===== config.mk =====
export PLATFORM = sky130hd
export DESIGN_NAME = efab_ctrl
export DESIGN_NICKNAME = d
export VERILOG_FILES = /design/src/efab_pkg.sv /design/src/efab_ctrl.sv
export SDC_FILE = /design/constraint.sdc
export NUM_CORES = 1
export LEC_CHECK = 0
export BUFFER_PORTS_ARGS = -buffer_cell sky130_fd_sc_hd__buf_2
export CAP_MARGIN = 10
export CORE_UTILIZATION = 40
export CTS_BUF_LIST = sky130_fd_sc_hd__clkbuf_8
export CTS_CLUSTER_DIAMETER = 80
export DETAILED_ROUTE_END_ITERATION = 12
export PLACE_DENSITY_LB_ADDON = 0.25
export RECOVER_POWER = 25
export REMOVE_ABC_BUFFERS = 1
export SLEW_MARGIN = 0
export SYNTH_ARGS = -nofsm -noshare
export SYNTH_HDL_FRONTEND = slang
export SYNTH_SLANG_ARGS = --single-unit
export TNS_END_PERCENT = 20

===== constraint.sdc =====
create_clock -name i_core_clk -period 4.5 [get_ports i_core_clk]
set_clock_uncertainty 0.15 [all_clocks]
set_input_delay 0.9 -clock i_core_clk [delete_from_list [all_inputs] [get_ports i_core_clk]]
set_output_delay 0.9 -clock i_core_clk [all_outputs]
set_load 0.1 [all_outputs]

===== src/efab_pkg.sv =====
// How it works
// one 128 KB array behind one AHB slave
// 32-bit program bus, 64-bit read bus
// array clock divided, at most 26.3 MHz
// array pulse long enough for 80 ns access
// array clock gated, restarts on demand
// every array read fetches 64 bits, buffered unless it has a double error
// buffer hit returns half word, no array read
// config accesses map one for one
// program write waits for grant, then completes
// next program op waits for grant again
// four sectors in one 128 KB read space
// 512-byte config region, read and write
// sectors read-only, write gets error
// no programming of array from AHB
// boot controller also reads the array
// secded on read data, double error errors
// buffer cleared on reset and program write
package efab_pkg;
  // timing figures and the cycle counts derived from them
  localparam int CORE_CLK_MHZ = 200;
  localparam int CORE_PERIOD_NS = 5;
  localparam int ARR_CLK_MAX_KHZ = 26300;
  localparam int ARR_ACCESS_NS = 80;
  localparam int ARR_MIN_PER_CYC =
    (CORE_CLK_MHZ * 1000 + ARR_CLK_MAX_KHZ - 1) / ARR_CLK_MAX_KHZ;
  localparam int ARR_ACC_CYC = (ARR_ACCESS_NS + CORE_PERIOD_NS - 1) / CORE_PERIOD_NS;
  localparam int ARR_PER_CYC = (ARR_ACC_CYC > ARR_MIN_PER_CYC) ? ARR_ACC_CYC : ARR_MIN_PER_CYC;
  localparam int PCNT_W = 5;
  localparam logic [PCNT_W-1:0] PCNT_LAST = PCNT_W'(ARR_PER_CYC - 1);
  localparam logic [PCNT_W-1:0] PCNT_HI = PCNT_W'(ARR_PER_CYC / 2);
  // address map
  localparam int REGION_BIT = 17;
  localparam int OFS_W = 17;
  localparam int CFG_ADDR_W = 9;
  localparam int RWORD_W = 14;
  localparam int CWORD_W = 7;
  localparam logic [OFS_W-1:0] SECT1_OFS = 17'h02000;
  localparam logic [OFS_W-1:0] SECT2_OFS = 17'h10000;
  localparam logic [OFS_W-1:0] SECT3_OFS = 17'h1e000;
  localparam int HTRANS_ACTIVE_BIT = 1;
  localparam int ECC_W = 8;
  // controller states
  typedef enum logic [2:0] {S_IDLE, S_RD, S_CG, S_CP, S_ERR} efab_state_t;
  // ahb address phase request
  typedef struct packed {
    logic sel;
    logic ready;
    logic [1:0] trans;
    logic write;
    logic [31:0] addr;
  } efab_ahb_req_t;
  // ahb answer
  typedef struct packed {
    logic readyout;
    logic resp;
    logic [31:0] rdata;
  } efab_ahb_rsp_t;
  // boot controller read port
  typedef struct packed {
    logic req;
    logic [OFS_W-1:0] addr;
  } efab_boot_req_t;
  typedef struct packed {
    logic ack;
    logic err;
    logic [31:0] data;
  } efab_boot_rsp_t;
  // array read bus
  typedef struct packed {
    logic req;
    logic [RWORD_W-1:0] addr;
  } efab_rbus_t;
  typedef struct packed {
    logic [63:0] data;
    logic [ECC_W-1:0] ecc;
  } efab_rdata_t;
  // array program bus
  typedef struct packed {
    logic req;
    logic write;
    logic [CWORD_W-1:0] addr;
    logic [31:0] wdata;
  } efab_cbus_t;
endpackage : efab_pkg


===== src/efab_ctrl.sv =====
module efab_ctrl import efab_pkg::*; (
  input wire logic i_core_clk,
  input wire logic i_resetn,
  input efab_ahb_req_t i_ahb,
  input wire logic [31:0] i_hwdata,
  output efab_ahb_rsp_t o_ahb,
  input efab_boot_req_t i_boot,
  output efab_boot_rsp_t o_boot,
  output logic o_arr_clk,
  input wire logic i_arr_clk_req,
  output efab_rbus_t o_rbus,
  input efab_rdata_t i_rdata,
  output efab_cbus_t o_cbus,
  input wire logic i_c_grant,
  input wire logic [31:0] i_c_rdata,
  output logic [1:0] o_rd_sector
);

  // 64-bit word index of a read-space offset
  function automatic logic [RWORD_W-1:0] word_of(
    input logic [OFS_W-1:0] a);
    return a[OFS_W-1:3];
  endfunction : word_of

  // pick the addressed 32-bit half
  function automatic logic [31:0] half_of(
    input logic [63:0] w,
    input logic hi);
    return hi ? w[63:32] : w[31:0];
  endfunction : half_of

  // sector index in address order
  function automatic logic [1:0] sector_of(
    input logic [OFS_W-1:0] a);
    logic [1:0] s;
    s = 2'h0;
    if (a >= SECT3_OFS) s = 2'h3;
    else if (a >= SECT2_OFS) s = 2'h2;
    else if (a >= SECT1_OFS) s = 2'h1;
    return s;
  endfunction : sector_of

  // hamming(71,64) plus overall parity; returns {ded, fixed data}
  function automatic logic [64:0] secded(
    input logic [63:0] d,
    input logic [ECC_W-1:0] c);
    logic [6:0] syn;
    logic par;
    logic [63:0] fx;
    int k;
    syn = c[6:0];
    par = ^{d, c};
    fx = d;
    k = 0;
    for (int p = 1; p < 72; p++) begin
      if ((p & (p - 1)) != 0) begin
        if (d[k]) syn = syn ^ p[6:0];
        k = k + 1;
      end
    end
    k = 0;
    for (int p = 1; p < 72; p++) begin
      if ((p & (p - 1)) != 0) begin
        // single error only when overall parity is odd
        if (par && syn == p[6:0]) fx[k] = ~d[k];
        k = k + 1;
      end
    end
    return {(syn != 7'h00) && !par, fx};
  endfunction : secded

  efab_state_t state; // controller state
  logic owner_boot; // current access is from the boot port
  logic [OFS_W-1:0] req_addr; // offset of current access
  logic req_write; // current access is a write
  logic buf_valid; // read buffer holds a word
  logic [RWORD_W-1:0] buf_tag; // word index of buffered data
  logic [63:0] buf_data; // buffered corrected word
  logic active; // array clock pulse in progress
  logic ours; // pulse belongs to a controller access
  logic [PCNT_W-1:0] pcnt; // cycle within current pulse

  logic ahb_take;
  logic is_r;
  logic [OFS_W-1:0] lofs;
  logic cfg_bad;
  logic hit;
  logic boot_take;
  logic boot_hit;
  logic need_pulse;
  logic start;
  logic pulse_end;
  logic our_end;
  logic [64:0] chk;
  logic ded;
  logic [31:0] sel32;

  // request decode
  always_comb begin
    lofs = i_ahb.addr[OFS_W-1:0];
    is_r = i_ahb.addr[REGION_BIT];
    cfg_bad = |lofs[OFS_W-1:CFG_ADDR_W];
    ahb_take = (state == S_IDLE) && i_ahb.sel && i_ahb.ready
      && i_ahb.trans[HTRANS_ACTIVE_BIT];
    hit = buf_valid && (buf_tag == word_of(lofs));
    // ahb wins; a held boot request is not retaken on its ack cycle
    boot_take = (state == S_IDLE) && !ahb_take && i_boot.req
      && !o_boot.ack;
    boot_hit = buf_valid && (buf_tag == word_of(i_boot.addr));
  end

  // array clock control
  always_comb begin
    need_pulse = (state == S_RD) || (state == S_CP);
    // clock only runs for an access or when the array asks
    start = !active && (need_pulse || i_arr_clk_req);
    pulse_end = active && (pcnt == PCNT_LAST);
    our_end = pulse_end && ours;
  end

  // read data check and half select
  always_comb begin
    chk = secded(i_rdata.data, i_rdata.ecc);
    ded = chk[64];
    sel32 = half_of(chk[63:0], req_addr[2]);
  end

  // array clock generator; pulse is high for half the period
  always_ff @(posedge i_core_clk or negedge i_resetn) begin
    if (!i_resetn) begin
      active <= 1'b0;
      ours <= 1'b0;
      pcnt <= '0;
      o_arr_clk <= 1'b0;
    end else if (start) begin
      // restart on any core cycle, no wait for a free-running phase
      active <= 1'b1;
      ours <= need_pulse;
      pcnt <= '0;
      o_arr_clk <= 1'b1;
    end else if (pulse_end) begin
      active <= 1'b0;
      ours <= 1'b0;
      o_arr_clk <= 1'b0;
    end else if (active) begin
      pcnt <= pcnt + 5'h01;
      o_arr_clk <= (pcnt + 5'h01) < PCNT_HI;
    end
  end

  // main sequencer and bus answers
  always_ff @(posedge i_core_clk or negedge i_resetn) begin
    if (!i_resetn) begin
      state <= S_IDLE;
      owner_boot <= 1'b0;
      req_addr <= '0;
      req_write <= 1'b0;
      o_ahb <= '{readyout: 1'b1, resp: 1'b0, rdata: 32'h0};
      o_boot <= '0;
    end else begin
      o_boot.ack <= 1'b0;
      case (state)
        S_IDLE: begin
          o_ahb.resp <= 1'b0;
          // a boot miss holds ahb off, else its address phase would be lost
          o_ahb.readyout <= !boot_take || boot_hit;
          if (ahb_take) begin
            owner_boot <= 1'b0;
            req_addr <= lofs;
            req_write <= i_ahb.write;
            if (is_r && i_ahb.write) begin
              // sectors are read-only from this side
              state <= S_ERR;
              o_ahb.readyout <= 1'b0;
              o_ahb.resp <= 1'b1;
            end else if (is_r && hit) begin
              // zero wait hit from the buffer
              o_ahb.rdata <= half_of(buf_data, lofs[2]);
            end else if (is_r) begin
              state <= S_RD;
              o_ahb.readyout <= 1'b0;
            end else if (cfg_bad) begin
              // outside the config region
              state <= S_ERR;
              o_ahb.readyout <= 1'b0;
              o_ahb.resp <= 1'b1;
            end else begin
              state <= S_CG;
              o_ahb.readyout <= 1'b0;
            end
          end else if (boot_take) begin
            owner_boot <= 1'b1;
            req_addr <= i_boot.addr;
            req_write <= 1'b0;
            if (boot_hit) begin
              o_boot.ack <= 1'b1;
              o_boot.err <= 1'b0;
              o_boot.data <= half_of(buf_data, i_boot.addr[2]);
            end else begin
              state <= S_RD;
            end
          end
        end
        S_RD: begin
          if (our_end) begin
            state <= S_IDLE;
            if (owner_boot) begin
              o_ahb.readyout <= 1'b1; // ahb may proceed again
              o_boot.ack <= 1'b1;
              o_boot.err <= ded;
              o_boot.data <= sel32;
            end else if (ded) begin
              // uncorrectable: two-cycle error answer
              state <= S_ERR;
              o_ahb.resp <= 1'b1;
            end else begin
              o_ahb.readyout <= 1'b1;
              o_ahb.rdata <= sel32;
            end
          end
        end
        S_CG: begin
          // hold the transfer until the array grants
          if (i_c_grant) state <= S_CP;
        end
        S_CP: begin
          if (our_end) begin
            // write released; array carries on internally
            state <= S_IDLE;
            o_ahb.readyout <= 1'b1;
            if (!req_write) o_ahb.rdata <= i_c_rdata;
          end
        end
        S_ERR: begin
          state <= S_IDLE;
          o_ahb.readyout <= 1'b1;
        end
        default: begin
          state <= S_IDLE;
        end
      endcase
    end
  end

  // read buffer; a double error is never buffered
  always_ff @(posedge i_core_clk or negedge i_resetn) begin
    if (!i_resetn) begin
      buf_valid <= 1'b0;
      buf_tag <= '0;
      buf_data <= '0;
    end else if (state == S_RD && our_end && !ded) begin
      buf_valid <= 1'b1;
      buf_tag <= word_of(req_addr);
      buf_data <= chk[63:0];
    end else if (state == S_CP && start && req_write) begin
      // contents may change under a program write
      buf_valid <= 1'b0;
    end
  end

  // read bus drive, one request per our pulse
  always_ff @(posedge i_core_clk or negedge i_resetn) begin
    if (!i_resetn) begin
      o_rbus <= '0;
      o_rd_sector <= 2'h0;
    end else if (state == S_RD && start) begin
      o_rbus.req <= 1'b1;
      o_rbus.addr <= word_of(req_addr);
      o_rd_sector <= sector_of(req_addr);
    end else if (pulse_end) begin
      o_rbus.req <= 1'b0;
    end
  end

  // program bus drive; fields settle while waiting for grant
  always_ff @(posedge i_core_clk or negedge i_resetn) begin
    if (!i_resetn) begin
      o_cbus <= '0;
    end else begin
      if (state == S_CG) begin
        o_cbus.write <= req_write;
        o_cbus.addr <= req_addr[CFG_ADDR_W-1:2];
        o_cbus.wdata <= i_hwdata;
      end
      if (state == S_CP && start) o_cbus.req <= 1'b1;
      else if (pulse_end) o_cbus.req <= 1'b0;
    end
  end
endmodule : efab_ctrl


==> results.cfg <==
[logic_synthesis]
ys_ff_latch = 233
synth.largest_area_cell = dfrtp_1
ys_dominant_reg_cell = dfrtp_1
syn_inst = 1291
synth_edf_count = 0
synthesis.area_um2 = 13900
ys_async_sr_fraction = 1.00
synth_warnings = 0
synth.yosys.seq_area_share = 0.419
synth.top_cells.by_area = dfrtp_1 42%, xnor2_1 10%, mux2i_1 5.8%
synth_top_area_frac = 0.417
avgSynthCellArea_um2 = 10.8
ys_types = 54

[placed_design]
dp_hpwl_mm = 31.4
place.gp.congestion = 0.908
dpl_cell_area_um2 = 16300
port_buffers = 302

[power_and_ir_drop]
power.density_nw_per_um2 = 830
ir_worst_vdd_mv = 0.603
finalPower_mw = 14.1
p_leak_nw = 7.59

[detailed_routing]
viasPerCell = 5.54
vias = 11573
wl_per_cell_um = 20.9
drt_iter0_markers = 736
antenna_left = 0
first_pass_iters = 5
post-route-drc-count = 0
wl_mm = 43.7

[worst_setup_path]
crit_fanout = 15
critPathTopFamily = XOR/XNOR gates
worst_path_largest_cell_delay_ns = 0.44
path_cells = buf_2 -> xnor3_1 -> xnor3_2 -> xnor3_1 -> xnor3_2 -> buf_4 -> or3b_1 -> buf_4 -> a211oi_2 -> xnor2_1 -> o221ai_1 -> o22a_1
arrival_ns = 4.24
cp_num_buf_inv = 3
critPathCaptureType = flip-flop
path_class = in2reg
crit_path_start_kind = input port
required_ns = 4.78
critPathSlowestCell = xnor3_2

[sta]
period_share = 0.878
finalSetupViolations = 0
final_max_slew_viol_count = 104
tightest_slew_ns = 2.82
finalHoldViolCount = 0
finalWorstPathRequiredPeriod_ns = 3.95
maxSlewHeadroom = -0.881
holdWs_ns = 0.345
timing.fmax_mhz = 253
grt_setup_unrepaired = no

[clock_network]
cts_tree = done
worst_skew_pair.late_latency_ns = 0.56
cts_buffers = 44
h-tree-depth = 2
clk_pin_slew_ns = 0.06
ctsResizeCount = 0
clock_path_buffers = 3
cts_sinks = 233
postCtsHoldBufs = 0
post_cts_buffers = 0
cts-root-buf = clkbuf_8

[grt]
grt_max_degree = 106
grt_pass1_wl_mm = 67.6
overflow = 0
grt_pass1_vias = 11772
grt_use_total = 0.243
antenna_found_initial = 4

[layout]
final_area_um2 = 17000
utilization = 0.503
area_growth_pct = 22.5
fillers = 3131
fin_nets = 1812
drive_above_1_share = 0.343

[flow_run]
max_cap_violations = 1

[floorplanning]
die_w_um = 189
core-area_um2 = 33900
start_util = 0.411
die_h_um = 189
dieArea_um2 = 35500
ioPinCount = 322
rows = 67

[min_path]
hold_class = reg2reg

[outcome]
failed_checks = capacitance limit, slew limit
status = finished with violations
[sequential cells by signal, indices dropped and copies added, names as in the netlist, 2 cells and up]
name	flops
pcnt	5
o_boot	34
state	3
buf_tag	14
o_ahb	34
req_addr	15
o_rbus	15
buf_data	64
o_rd_sector	2
o_cbus	41
[path summary, 6_finish.rpt]
path                                 to  cells after the start          from  slack (ns)
min in group asynchronous      o_ahb[3]                      1      i_resetn        1.05
max                           o_ahb[16]                     12   i_rdata[20]        0.55
max reg2reg                   o_ahb[26]                     13       pcnt[0]        1.31
min                        req_addr[11]                      2  req_addr[11]        0.34
max in group asynchronous     o_ahb[30]                      1      i_resetn        1.44
min reg2reg                req_addr[11]                      2  req_addr[11]        0.34
[cell usage in the layout (no fill, tap or decap), types with 30 or more instances in the layout]
| master | instances |
|---|---|
| nor2_1 | 109 |
| o21ai_1 | 30 |
| a21oi_1 | 77 |
| o22a_1 | 32 |
| nand2_1 | 61 |
| buf_2 | 301 |
| xnor2_1 | 165 |
| a211oi_2 | 42 |
| mux2i_1 | 81 |
| mux2_2 | 68 |
| dfrtp_1 | 232 |
| buf_4 | 64 |
| a31oi_1 | 32 |
| clkbuf_8 | 48 |
| o221ai_1 | 65 |
[report_power, final]
group / leakage (nW) / total, mW / switching [mW] / internal [mW]
combinational: 4.16 / 8.75 / 6.26 / 2.49
sequential: 2.98 / 3.44 / 0.568 / 2.87
clock: 0.446 / 1.95 / 0.918 / 1.03
total: 7.59 / 14.1 / 7.75 / 6.39
[cell type report]
type,count,area [um2],area share
Inverter,9,33.8,0.00198
Sequential cell,233,5830,0.342
Tap cell,448,561,0.0329
Multi-Input combinational cell,950,7600,0.446
Clock inverter,22,133,0.00778
Antenna cell,3,7.51,0.000440
Timing Repair Buffer,377,2210,0.130
Clock buffer,48,661,0.0388
[worst register-to-register path, stage by stage, from the launching register on]
cell and delay, ns:
dfrtp_1 0.41, ha_1 0.20, and3_1 0.16, ha_1 0.40
and3_1 0.36, nand2_1 0.13, o21a_1 0.14, o22ai_1 0.15
nand2b_1 0.07, a21oi_1 0.13, o21a_2 0.21, buf_12 0.19
o21ai_1 0.12, o22a_1 0.22
[Yosys cell counts (all sizes together), types with 2 or more instances]
library cell / n
dfrtp: 232
xnor2: 165
nor2: 109
mux2i: 81
a21oi: 77
mux2: 68
o221ai: 65
a211oi: 64
clkbuf: 63
nand2: 62
o21ai: 56
buf: 36
a31oi: 32
o22a: 32
xnor3: 32
nand4: 25
xor2: 20
inv: 9
nand3: 9
nor3: 7
nand2b: 5
and3: 4
and2: 3
nor2b: 3
nor4: 3
a22o: 2
ha: 2
nand3b: 2
o211ai: 2
o21a: 2
o22ai: 2
o31ai: 2
or2: 2
or3b: 2
[per-stage QoR]
step | setup slack (ns) | cells | setup TNS [ns]
global route | 0.441 | 2087 | 0
finish | 0.547 | 2090 | 0
floorplan | -1.75 | 1192 | -132.40
global placement | 0.0119 | 2017 | 0
CTS | 0.560 | 2087 | 0
detailed placement | -0.0240 | 2017 | -0.0456
[metal layers]
| layer | part of all wire | global-route usage |
|---|---|---|
| met5 | 0.00064 | 0 |
| met1 | 0.43 | 0.320 |
| met2 | 0.46 | 0.392 |
| met4 | 0.027 | 0.0769 |
| met3 | 0.084 | 0.0630 |
[logic make-up (layout without fill, tap and decap cells)]
logic type / count (synthesis) / in the layout / synth area share
AO/OA/AOI/OAI: 342 / 342 / 0.183
AND/OR/NAND/NOR: 239 / 239 / 0.0764
flip-flops: 233 / 233 / 0.419
XOR/XNOR: 218 / 218 / 0.170
multiplexers: 149 / 149 / 0.113
buffers and inverters: 108 / 456 / 0.0363
adder cells (fa/ha/maj): 2 / 2 / 0.00180
other: 0 / 3 / 0
Power figures use the tool's default switching activity.
